File: config.mk
export PLATFORM = sky130hd
export DESIGN_NAME = fifo_device_flat
export DESIGN_NICKNAME = d
export VERILOG_FILES = /design/src/common/fifo_pkg.sv /design/src/common/fifo_link_if.sv /design/src/core/fifo_device.sv /design/src/flat_wrapper.sv
export SDC_FILE = /design/constraint.sdc
export NUM_CORES = 1
export LEC_CHECK = 0
export BUFFER_PORTS_ARGS = -buffer_cell sky130_fd_sc_hd__buf_4
export CAP_MARGIN = 15
export CELL_PAD_IN_SITES_DETAIL_PLACEMENT = 1
export CELL_PAD_IN_SITES_GLOBAL_PLACEMENT = 1
export CORE_ASPECT_RATIO = 2
export CORE_MARGIN = 1.5
export CORE_UTILIZATION = 28
export CTS_BUF_LIST = sky130_fd_sc_hd__clkbuf_4 sky130_fd_sc_hd__clkbuf_8
export CTS_CLUSTER_DIAMETER = 30
export DETAILED_ROUTE_END_ITERATION = 7
export PLACE_DENSITY_LB_ADDON = 0.1
export SETUP_SLACK_MARGIN = 0.4
export SKIP_CTS_REPAIR_TIMING = 1
export SLEW_MARGIN = 40
export SYNTH_ARGS = -nofsm -noshare
export SYNTH_HDL_FRONTEND = slang
export SYNTH_SLANG_ARGS = --single-unit
File: constraint.sdc
create_clock -name CLOCK_I -period 5.41 [get_ports CLOCK_I]
set_clock_uncertainty 0.15 [all_clocks]
set_input_delay 0.8115 -clock CLOCK_I [delete_from_list [all_inputs] [get_ports CLOCK_I]]
set_output_delay 0.8115 -clock CLOCK_I [all_outputs]
set_load 0.01 [all_outputs]
File: src/common/fifo_pkg.sv
// Package for the flagged synchronous FIFO and its controller.
// Assumes one clock for both ports and a synchronous active-low reset.
package fifo_pkg;
  // ----------------------------------------------------------------
  // Geometry
  // ----------------------------------------------------------------
  localparam int DATA_W = 9;
  localparam int DEPTH = 64;
  localparam int ADDR_W = 6;
  localparam int CNT_W = 7;
  localparam int OFFSET_W = 6;
  // ----------------------------------------------------------------
  // Offset defaults
  // ----------------------------------------------------------------
  localparam logic [OFFSET_W-1:0] EMPTY_OFFSET_RESET = 6'h07;
  localparam logic [OFFSET_W-1:0] FULL_OFFSET_RESET = 6'h07;
  // ----------------------------------------------------------------
  // Controller register map (byte addresses)
  // ----------------------------------------------------------------
  localparam logic [7:0] CTRL_OFFSET = 8'h00;
  localparam logic [7:0] STATUS_OFFSET = 8'h04;
  localparam logic [7:0] WDATA_OFFSET = 8'h08;
  localparam logic [7:0] RDATA_OFFSET = 8'h0C;
  localparam logic [7:0] IRQ_STATUS_OFFSET = 8'h10;
  localparam logic [7:0] IRQ_MASK_OFFSET = 8'h14;
  // Control fields.
  localparam int CTRL_LOAD_MODE_BIT = 0;
  localparam int CTRL_LOAD_LEVEL_BIT = 1;
  // Interrupt fields.
  localparam int IRQ_FULL_BIT = 0;
  localparam int IRQ_EMPTY_BIT = 1;
  localparam int IRQ_AFULL_BIT = 2;
  localparam int IRQ_AEMPTY_BIT = 3;
  localparam int IRQ_W = 4;
endpackage

File: src/common/fifo_link_if.sv
// Pin bundle between the flagged FIFO and the logic that drives it.
// Assumes both ends sit on the same clock.
`timescale 1ns/100ps
interface fifo_link_if;
  import fifo_pkg::*;
  logic [DATA_W-1:0] wdata;
  logic write_enable_a_n;
  logic write_enable_b_or_load;
  logic read_enable_a_n;
  logic read_enable_b_n;
  logic [DATA_W-1:0] rdata;
  logic empty_flag_n;
  logic full_flag_n;
  logic almost_empty_flag_n;
  logic almost_full_flag_n;
  modport device (
    input wdata, write_enable_a_n, write_enable_b_or_load, read_enable_a_n,
    read_enable_b_n,
    output rdata, empty_flag_n, full_flag_n, almost_empty_flag_n, almost_full_flag_n
  );
  modport system (
    output wdata, write_enable_a_n, write_enable_b_or_load, read_enable_a_n,
    read_enable_b_n,
    input rdata, empty_flag_n, full_flag_n, almost_empty_flag_n, almost_full_flag_n
  );
endinterface

File: src/core/fifo_device.sv
// Synchronous FIFO with empty, full and programmable almost flags.
// Assumes control pins come from logic on CLOCK_I; both ports share it.
//
// Chosen here: the placing of the registers and the AHB-Lite slave port.
`timescale 1ns/100ps
// Summary of operation
// - System widens word by driving devices together.
// - System merges empty and full flags.
// - Almost flags may come from one device.
// - Second read enable may be tied low.
// - System holds load pin low in reset.
// - Full flag low when all locations used.
// - Writes ignored while full flag low.
// - Full flag changes only on write clock.
// - Empty flag low when no words remain.
// - Reads ignored while empty flag low.
// - Empty flag changes only on read clock.
// - All four flags are registered outputs.
// - Almost-empty low at n or fewer words.
// - Almost-full low at depth minus m words.
// - Offsets default to seven words each.
// - Load pin high in reset: second enable.
module fifo_device
  import fifo_pkg::*;
(
  input wire logic CLOCK_I,
  input wire logic RSTN_I,
  fifo_link_if.device LINK
);
  // ----------------------------------------------------------------
  // Storage and state
  // ----------------------------------------------------------------
  logic [DATA_W-1:0] mem [DEPTH];
  logic [ADDR_W-1:0] wr_ptr_reg;
  logic [ADDR_W-1:0] rd_ptr_reg;
  logic [CNT_W-1:0] count_reg;
  logic [CNT_W-1:0] count_next;
  logic two_enable_mode_reg;
  logic [OFFSET_W-1:0] empty_offset_reg;
  logic [OFFSET_W-1:0] full_offset_reg;
  logic [1:0] load_sel_reg;
  logic [1:0] read_sel_reg;
  logic [DATA_W-1:0] rdata_reg;
  logic empty_n_reg;
  logic full_n_reg;
  logic aempty_n_reg;
  logic afull_n_reg;
  logic load_mode;
  logic do_write;
  logic do_read;
  logic load_write;
  logic load_read;
  logic [OFFSET_W-1:0] sel_offset;

  // ----------------------------------------------------------------
  // Threshold helpers
  // ----------------------------------------------------------------
  // Both almost flags compare the occupancy that the edge will leave behind.
  // Keeping each compare in one place stops flag and readback drifting apart.
  function automatic logic over_empty_mark(input logic [CNT_W-1:0] words,
                                           input logic [OFFSET_W-1:0] offset);
    return words > CNT_W'(offset);
  endfunction

  // A full offset is at most 63 here, so the subtraction can never wrap.
  function automatic logic under_full_mark(input logic [CNT_W-1:0] words,
                                           input logic [OFFSET_W-1:0] offset);
    return words < CNT_W'(DEPTH) - CNT_W'(offset);
  endfunction

  // ----------------------------------------------------------------
  // Transfer qualification
  // ----------------------------------------------------------------
  // Load mode exists only when the pin was low in reset and is low now.
  assign load_mode = !two_enable_mode_reg && !LINK.write_enable_b_or_load;
  // In both modes a store write needs the first enable low and the pin high:
  // in load-enable mode a high pin simply means normal operation.
  // A full store refuses the write whatever the pins say.
  assign do_write = !LINK.write_enable_a_n && full_n_reg &&
                    LINK.write_enable_b_or_load;
  // An empty store refuses the read, so the last word stays on the outputs.
  assign do_read = !LINK.read_enable_a_n && !LINK.read_enable_b_n && empty_n_reg &&
                   !load_mode;
  // Offset access; a write wins so the two never touch the offsets together.
  assign load_write = load_mode && !LINK.write_enable_a_n;
  assign load_read = load_mode && !LINK.read_enable_a_n && !LINK.read_enable_b_n && !load_write;
  // One clock serves both ports, so a single counter is exact.
  assign count_next = count_reg + CNT_W'(do_write) - CNT_W'(do_read);
  // The readback rotation picks the empty pair first, then the full pair.
  assign sel_offset = read_sel_reg[1] ? full_offset_reg : empty_offset_reg;

  // ----------------------------------------------------------------
  // Pin mode capture
  // ----------------------------------------------------------------
  // The pin mode is caught on every reset edge, so release only freezes it.
  // A pin that moves during reset counts at its level on the last reset edge.
  always_ff @(posedge CLOCK_I) begin
    if (!RSTN_I) begin
      two_enable_mode_reg <= LINK.write_enable_b_or_load;
    end
  end

  // ----------------------------------------------------------------
  // Word storage
  // ----------------------------------------------------------------
  // No reset is needed for the array: a word is only read after it was written.
  // Leaving it unreset also lets the array map onto plain memory cells.
  always_ff @(posedge CLOCK_I) begin
    if (do_write) begin
      mem[wr_ptr_reg] <= LINK.wdata;
    end
  end

  // ----------------------------------------------------------------
  // Pointers and occupancy
  // ----------------------------------------------------------------
  // Pointers wrap at the depth on their own, since the depth is a power of two.
  // The count needs one more bit than a pointer to tell full from empty.
  always_ff @(posedge CLOCK_I) begin
    if (!RSTN_I) begin
      wr_ptr_reg <= '0;
      rd_ptr_reg <= '0;
      count_reg <= '0;
    end else begin
      if (do_write) begin
        wr_ptr_reg <= wr_ptr_reg + ADDR_W'(1);
      end
      if (do_read) begin
        rd_ptr_reg <= rd_ptr_reg + ADDR_W'(1);
      end
      count_reg <= count_next;
    end
  end

  // ----------------------------------------------------------------
  // Offset registers
  // ----------------------------------------------------------------
  // Offset registers, loaded low then high byte in rotation.
  // The rotation survives leaving load mode, so a later load takes the next one.
  // Reset, or the wrap after the full high byte, brings it back to the empty low byte.
  // Only six bits matter at this depth; the high byte and the upper bits of the low byte are dropped.
  always_ff @(posedge CLOCK_I) begin
    if (!RSTN_I) begin
      empty_offset_reg <= EMPTY_OFFSET_RESET;
      full_offset_reg <= FULL_OFFSET_RESET;
      load_sel_reg <= 2'h0;
    end else if (load_write) begin
      load_sel_reg <= load_sel_reg + 2'h1;
      unique case (load_sel_reg)
        2'h0: empty_offset_reg <= LINK.wdata[OFFSET_W-1:0];
        2'h1: empty_offset_reg <= empty_offset_reg;
        2'h2: full_offset_reg <= LINK.wdata[OFFSET_W-1:0];
        2'h3: full_offset_reg <= full_offset_reg;
      endcase
    end
  end

  // ----------------------------------------------------------------
  // Read data
  // ----------------------------------------------------------------
  // Read data path: FIFO words or offset readback.
  // A refused read leaves the register alone, so the last word stays visible.
  // High bytes of the offsets read back as zero at this depth.
  always_ff @(posedge CLOCK_I) begin
    if (!RSTN_I) begin
      rdata_reg <= '0;
      read_sel_reg <= 2'h0;
    end else if (do_read) begin
      rdata_reg <= mem[rd_ptr_reg];
    end else if (load_read) begin
      read_sel_reg <= read_sel_reg + 2'h1;
      rdata_reg <= read_sel_reg[0] ? '0 : DATA_W'(sel_offset);
    end
  end

  // ----------------------------------------------------------------
  // Status flags
  // ----------------------------------------------------------------
  // Flags, all registered from the next occupancy.
  // Working from the next count keeps each flag exact on the very edge it moves.
  always_ff @(posedge CLOCK_I) begin
    if (!RSTN_I) begin
      empty_n_reg <= 1'b0;
      full_n_reg <= 1'b1;
      aempty_n_reg <= 1'b0;
      afull_n_reg <= 1'b1;
    end else begin
      full_n_reg <= (count_next != CNT_W'(DEPTH));
      empty_n_reg <= (count_next != '0);
      aempty_n_reg <= over_empty_mark(count_next, empty_offset_reg);
      afull_n_reg <= under_full_mark(count_next, full_offset_reg);
    end
  end

  // ----------------------------------------------------------------
  // Pin outputs
  // ----------------------------------------------------------------
  // Every pin output comes straight from a register.
  assign LINK.rdata = rdata_reg;
  assign LINK.empty_flag_n = empty_n_reg;
  assign LINK.full_flag_n = full_n_reg;
  assign LINK.almost_empty_flag_n = aempty_n_reg;
  assign LINK.almost_full_flag_n = afull_n_reg;
endmodule // fifo_device
File: src/flat_wrapper.sv
// flat-port wrapper written by rule: the top's interface ports become plain ports
module fifo_device_flat import fifo_pkg::*;
  (CLOCK_I, RSTN_I, LINK_wdata, LINK_write_enable_a_n, LINK_write_enable_b_or_load, LINK_read_enable_a_n, LINK_read_enable_b_n, LINK_rdata, LINK_empty_flag_n, LINK_full_flag_n, LINK_almost_empty_flag_n, LINK_almost_full_flag_n);
  fifo_link_if LINK_i ();
  input wire logic CLOCK_I;
  input wire logic RSTN_I;
  input wire logic [$bits(LINK_i.wdata)-1:0] LINK_wdata;
  input wire logic [$bits(LINK_i.write_enable_a_n)-1:0] LINK_write_enable_a_n;
  input wire logic [$bits(LINK_i.write_enable_b_or_load)-1:0] LINK_write_enable_b_or_load;
  input wire logic [$bits(LINK_i.read_enable_a_n)-1:0] LINK_read_enable_a_n;
  input wire logic [$bits(LINK_i.read_enable_b_n)-1:0] LINK_read_enable_b_n;
  output wire logic [$bits(LINK_i.rdata)-1:0] LINK_rdata;
  output wire logic [$bits(LINK_i.empty_flag_n)-1:0] LINK_empty_flag_n;
  output wire logic [$bits(LINK_i.full_flag_n)-1:0] LINK_full_flag_n;
  output wire logic [$bits(LINK_i.almost_empty_flag_n)-1:0] LINK_almost_empty_flag_n;
  output wire logic [$bits(LINK_i.almost_full_flag_n)-1:0] LINK_almost_full_flag_n;
  assign LINK_i.wdata = LINK_wdata;
  assign LINK_i.write_enable_a_n = LINK_write_enable_a_n;
  assign LINK_i.write_enable_b_or_load = LINK_write_enable_b_or_load;
  assign LINK_i.read_enable_a_n = LINK_read_enable_a_n;
  assign LINK_i.read_enable_b_n = LINK_read_enable_b_n;
  assign LINK_rdata = LINK_i.rdata;
  assign LINK_empty_flag_n = LINK_i.empty_flag_n;
  assign LINK_full_flag_n = LINK_i.full_flag_n;
  assign LINK_almost_empty_flag_n = LINK_i.almost_empty_flag_n;
  assign LINK_almost_full_flag_n = LINK_i.almost_full_flag_n;
  fifo_device u_core (.CLOCK_I(CLOCK_I), .RSTN_I(RSTN_I), .LINK(LINK_i));
endmodule
### Yosys cells after proc, flatten, opt, wreduce, memory -nomap -nowiden

Memory sizes are Yosys's and may differ from the RTL's. A register that Yosys moved wholly into a read port is not among the register bits.
Cells that the tools add are included.

| cells by class | value |
|---|---|
| add/sub/neg operators | 7 |
| order comparisons | 2 |
| equality and inequality tests | 2 |
| muxes and demuxes | 8 |
| bitwise operators | 1 |
| reduce and logical (&&, ||, !) cells | 23 |

Operator list:

| cell | count |
|---|---|
| 6-bit two-way mux | 4 |
| 9-bit two-way mux | 2 |
| 6-bit by 1-bit adder with 6-bit output (second input constant) | 2 |
| 1-bit logical AND | 10 |
| 7-bit by 1-bit adder with 7-bit output | 1 |
| 7-bit by 6-bit greater-than comparator with 1-bit output | 1 |
| 1-bit logical NOT | 7 |
| 7-bit less-than comparator | 1 |
| 7-bit inequality test (second input constant) | 1 |
| 7-bit nonzero test | 1 |
| 7-bit by 1-bit subtractor with 7-bit output | 1 |
| 7-bit by 6-bit subtractor with 7-bit output (first input constant) | 1 |
| 2-bit AND reduction | 3 |
| 2-bit by 1-bit adder with 2-bit output (second input constant) | 2 |
| 2-bit equality test (second input constant) | 1 |
| 2-bit logical NOT | 1 |
| 1-bit two-way mux | 2 |
| 2-bit nonzero test | 1 |
| 1-bit inverter | 1 |

| word-level totals | value |
|---|---|
| register bits after elaboration | 49 |
| memory bits (writable) | 576 |
| bits of input ports | 15 |
| output and inout bits | 13 |
| logic and storage cells | 57 |
| memories | 1 |

Memory list:

| name | words | bits a word | rd ports | clocked after Yosys merged registers in | wr ports | RTL line | RTL |
|---|---|---|---|---|---|---|---|
| u_core.mem | 64 | 9 | 1 | 1 | 1 | fifo_device.sv:33 | `logic [DATA_W-1:0] mem [DEPTH];` |

### Longest topological paths before layout

| logic depth | value |
|---|---|
| depth after elaboration | 7 |
| gate-level depth with buffers | 14 |
| depth with buffers taken out | 13 |

### Worst setup path before layout

No wires, ideal clock.

| timing path | value |
|---|---|
| path kind | input to register |
| start point | input LINK_write_enable_b_or_load |
| end point | register u_core.afull_n_reg (netlist: u_core.LINK.almost_full_flag_n) |
| library setup time | 101 ps |
| arrival time | 3510 ps |
| data required time | 5159 ps |
| setup slack | 1649 ps |
| cell stages on the path | 13 |
| path buffers | 1 |
| cell sequence | nor2_1 > and3b_1 > buf_4 > xor2_1 > ha_1 > fa_1 > nand3_1 > a21boi_0 > or4_1 > nand3_1 > ha_1 > nor4bb_1 > o41ai_1 |

| between the ends | value |
|---|---|
| cells in the longest elaborated chain, start to end | 6 |
| elaborated cells on any way between the ends | 8 |
| classes of those cells | add/sub: 2; order compare: 1; reduce/logical: 5 |

RTL lines:

| element | RTL line | RTL |
|---|---|---|
| start: declaration | flat_wrapper.sv:9 | `input wire logic [$bits(LINK_i.write_enable_b_or_load)-1:0] LINK_write_enable_b_or_load;` |
| branches (longest 4 deep; another with 7-bit by 1-bit adder with 7-bit output) | - |  |
| 7-bit by 1-bit subtractor with 7-bit output * | fifo_device.sv:88 | `assign count_next = count_reg + CNT_W'(do_write) - CNT_W'(do_read);` |
| net u_core.count_next[6] | fifo_device.sv:37 | `logic [CNT_W-1:0] count_next;` |
| 7-bit less-than comparator * | fifo_device.sv:68 | `return words < CNT_W'(DEPTH) - CNT_W'(offset);` |
| end signal: assignment | fifo_device.sv:191 | `afull_n_reg <= under_full_mark(count_next, full_offset_reg);` |
| end: declaration | fifo_device.sv:47 | `logic afull_n_reg;` |

Mark *: on every way through the listed nets, which the timed path passes.
A chain may end at the register's enable or synchronous reset.

### Worst setup path in the final report

| timing path | value |
|---|---|
| start point | register u_core.two_enable_mode_reg |
| end point | register u_core.afull_n_reg (netlist: u_core.LINK.almost_full_flag_n) |

| between the ends | value |
|---|---|
| cells in the longest elaborated chain, start to end | 6 |

RTL lines:

| element | RTL line | RTL |
|---|---|---|
| start: declaration | fifo_device.sv:38 | `logic two_enable_mode_reg;` |
| start signal: assignment | fifo_device.sv:99 | `two_enable_mode_reg <= LINK.write_enable_b_or_load;` |
| 1-bit logical NOT | fifo_device.sv:75 | `assign load_mode = !two_enable_mode_reg && !LINK.write_enable_b_or_load;` |
| 1-bit logical AND | fifo_device.sv:75 |  |
| 1-bit logical NOT | fifo_device.sv:83 | `!load_mode;` |
| 1-bit logical AND | fifo_device.sv:82 | `assign do_read = !LINK.read_enable_a_n && !LINK.read_enable_b_n && empty_n_reg &&` |
| 7-bit by 1-bit subtractor with 7-bit output | fifo_device.sv:88 |  |
| net u_core.count_next[6] | fifo_device.sv:37 |  |
| 7-bit less-than comparator | fifo_device.sv:68 |  |

The timed path passes the listed nets, and every way through them passes these cells.

==> results by group <==
Run status
  – Status: complete, no violations

Setup path
  – WP data arrival: 4.24 ns
  – Crit. End Element: flop
  – Reg2reg start: u_core.two_enable_mode_reg
  – Crit path max fanout: 12
  – CP Cell Sequence: nor2_1 -> and3b_1 -> buf_4 -> xor2_1 -> ha_1 -> fa_1 -> nand3_1 -> a21boi_0 -> or4_1 -> nand3_1 -> ha_1 -> nor4bb_1 -> o41ai_1
  – CP Class: flop to flop
  – CP max stage delay: roughly 0.46 ns
  – CP max-delay cell: or4_1
  – Crit path from: u_core.two_enable_mode_reg
  – CP required: 5.88 ns
  – Startpoint types: flop

Global routing
  – Number of global-route vias before repair: 14200
  – Antenna violations before repair: 1
  – Grt ovf: 0
  – Largest net degree at the start of global routing: 67
  – GR Util All Layers: 16.6%
  – First-pass GRT wire length: 106000 µm

Yosys
  – Largest cells by area after synthesis: edfxtp_1 69%, mux4_2 11%, dfxtp_1 4.3%
  – Synth Area in XOR/XNOR: 0.737%
  – Yosys top cell by area: edfxtp_1
  – Simple-Gate Fraction of Synth Area: 4.36%
  – Synthesized instance count: 1315
  – Top FF cell, synth: edfxtp_1
  – Syn avg cell area: between 15 and 20 µm²
  – Synth cell types: 58
  – Compound-Gate Fraction of Synth Area: 3.52%
  – Syn Nets: 1351
  – Mux contribution to synthesized area: 14.7%
  – Post-synth EDFFs: roughly 580
  – Sequential-to-total area share from yosys stat: 73.7%
  – Main combinational cell family by area after synthesis: multiplexers
  – Synth Cell Area: 25000 µm²
  – Yosys top cell area share: between 60% and 70%
  – Fraction of the mapped netlist area in adder cells: between 1 and 1.5%
  – Yosys warns: 0
  – Asr flop ratio synth: 0%
  – Register bit total from synthesis: 631

Timing
  – Relative slew slack: 44.1%
  – Slew @ Worst Pin: approximately 0.84 ns
  – TNS Setup: 0 ns
  – RSZ-0062 raised after global routing: false
  – Hold Vio Cnt, Final: 0
  – Fmax: 265 MHz
  – Slew Viols, Final: 0
  – Final period util: 69.6%
  – Setup violations, final: 0
  – Final min period: between 3 and 4 ns

Die
  – # rows: 154
  – Chip height: 425 µm
  – Die Wd: 214 µm
  – Initial Utilization: between 20% and 30%
  – Core area: 88200 µm²
  – Full die area: 91100 µm²
  – I/O pins: 28

Hold path
  – Min-delay src: LINK_write_enable_b_or_load
  – HP Class: input port to flop

Power and ir drop
  – Sw frac: 25.0%
  – Pwr Density: approximately 380 nW/µm²
  – Switch Pwr: 0.00277 W
  – P_leak: just under 9 nW
  – Worst vdd ir: around 0.0002 V
  – Combinational power share: 10.5%
  – Sequential share of power: between 40 and 50%
  – Internal power: approximately 0.0083 W
  – Clock power frac: between 40% and 50%

Place
  – Dpl cell area: 26800 µm²
  – Placer Congestion: roughly 0.74
  – Port-buffer cells: 27
  – DP HPWL: between 40000 and 50000 µm

Final layout
  – Max reg flops: 576
  – Final instance area: approximately 29000 µm²
  – Synth-to-Final Area Change: 16.2%
  – Most common cell after layout, fill and taps aside: edfxtp_1
  – Share of cells above drive strength 1: 28.9%
  – Final #Nets: 1454
  – Most frequent cells in the layout: 577 x edfxtp_1, 126 x mux4_2, 106 x clkbuf_8, 55 x mux2i_1

Drt
  – Drt via density: 4.72
  – Drt pass-1 iters: 4
  – 1st-iter DRT viols: 709
  – Drt wl/cell: 27.8 µm
  – Drc violations: 0
  – Post-route ant nets: 0
  – Routed wire length: between 70000 and 80000 µm
  – Via count: 12600

Clocking
  – Clock root cell: clkbuf_8
  – Clock-pin transition on the worst setup and hold timing paths: roughly 0.070 ns
  – Worst-skew pair later-pin latency: 0.75 ns
  – CTS max path bufs: 3
  – Clock tree sinks: 631
  – CTS Buf Count: a little over 100
  – TritonCTS clock tree: yes
  – H-tree depth: 3

Flow run
  – Max_cap viols: 0
==> synth_stat cells (all sizes together), types with 6 or more instances <==
cell type / count
nand2: 49
mux4: 135
a22o: 10
edfxtp: 577
and2: 9
mux2i: 55
nor3: 14
buf: 45
xor2: 12
o21ai: 8
ha: 20
o22ai: 16
nor2b: 15
a2111oi: 6
clkbuf: 21
inv: 20
xnor2: 9
a221oi: 8
dfxtp: 54
a22oi: 17
nand3: 14
a21oi: 23
o211ai: 7
nor2: 106
a211oi: 14
==> logic make-up after synthesis <==
logic type      count (synthesis)
xor+xnor                       21
compound gates                124
flops                         631
mux                           194
fa+ha+maj                      22
simple gates                  237
buf+inv                        86
==> per-stage QoR <==
stage	setup slack, ns	hold slack [ns]	total power, W	util [%]	cells
final	1.64	0.120	0.0111	32.9	2672
after global routing	1.44	0.0533	0.0116	32.9	2672
after CTS	1.63	0.00927	0.0113	32.8	2670
after detailed placement	1.11	0.326	0.00673	30.4	2482
after global placement	1.20	0.315	0.00670	30.1	2481
after floorplan	1.65	0.299	0.00626	-	1315
==> per-layer routing <==
layer	vias up	global-route usage (%)	routed length, µm
met5	-	0	0
met4	0	8.44	3640
met3	129	2.97	2220
met2	233	31.7	41600
met1	6701	17.3	26900
li1	5549	-	-
==> final cells by class <==
cell class / count / area, µm²
Multi-Input combinational cell: 598 / 6280
Sequential cell: 631 / 18400
Antenna cell: 1 / 2.50
Timing Repair Buffer: 64 / 587
Inverter: 20 / 75.1
Fill cell: 9004 / 59200
Clock inverter: 63 / 591
Clock buffer: 125 / 1600
Tap cell: 1170 / 1460
==> path summary, 6_finish.rpt <==
path	end	slack (ns)	cells after the start
worst max-delay path	u_core.LINK.almost_full_flag_n	1.64	13
worst min-delay path	u_core.two_enable_mode_reg	0.12	1
worst max register to register	u_core.LINK.almost_full_flag_n	1.64	13
worst min register to register	u_core.empty_offset_reg[4]	0.33	2
==> critical path, delay by kind of cell, from the launching register on <==
kind / cells / cell delay (ns)
buffers and inverters: 1 / 0.19
and+or+nand+nor: 6 / 1.25
adders and majority gates: 3 / 0.97
DFF: 1 / 0.39
AOI/OAI and AO/OA: 2 / 0.52
xor gates and xnor gates: 1 / 0.15
==> power groups by stage <==
stage / Combinational, W / Clock (W) / Sequential, W
floorplan: 0.000756 / 0 / 0.00551
global placement: 0.00117 / 0 / 0.00553
detailed placement: 0.00119 / 0 / 0.00553
CTS: 0.00120 / 0.00466 / 0.00543
global route: 0.00128 / 0.00484 / 0.00543
finish: 0.00116 / 0.00449 / 0.00542
Note: power is estimated with default switching activity, not from simulation.
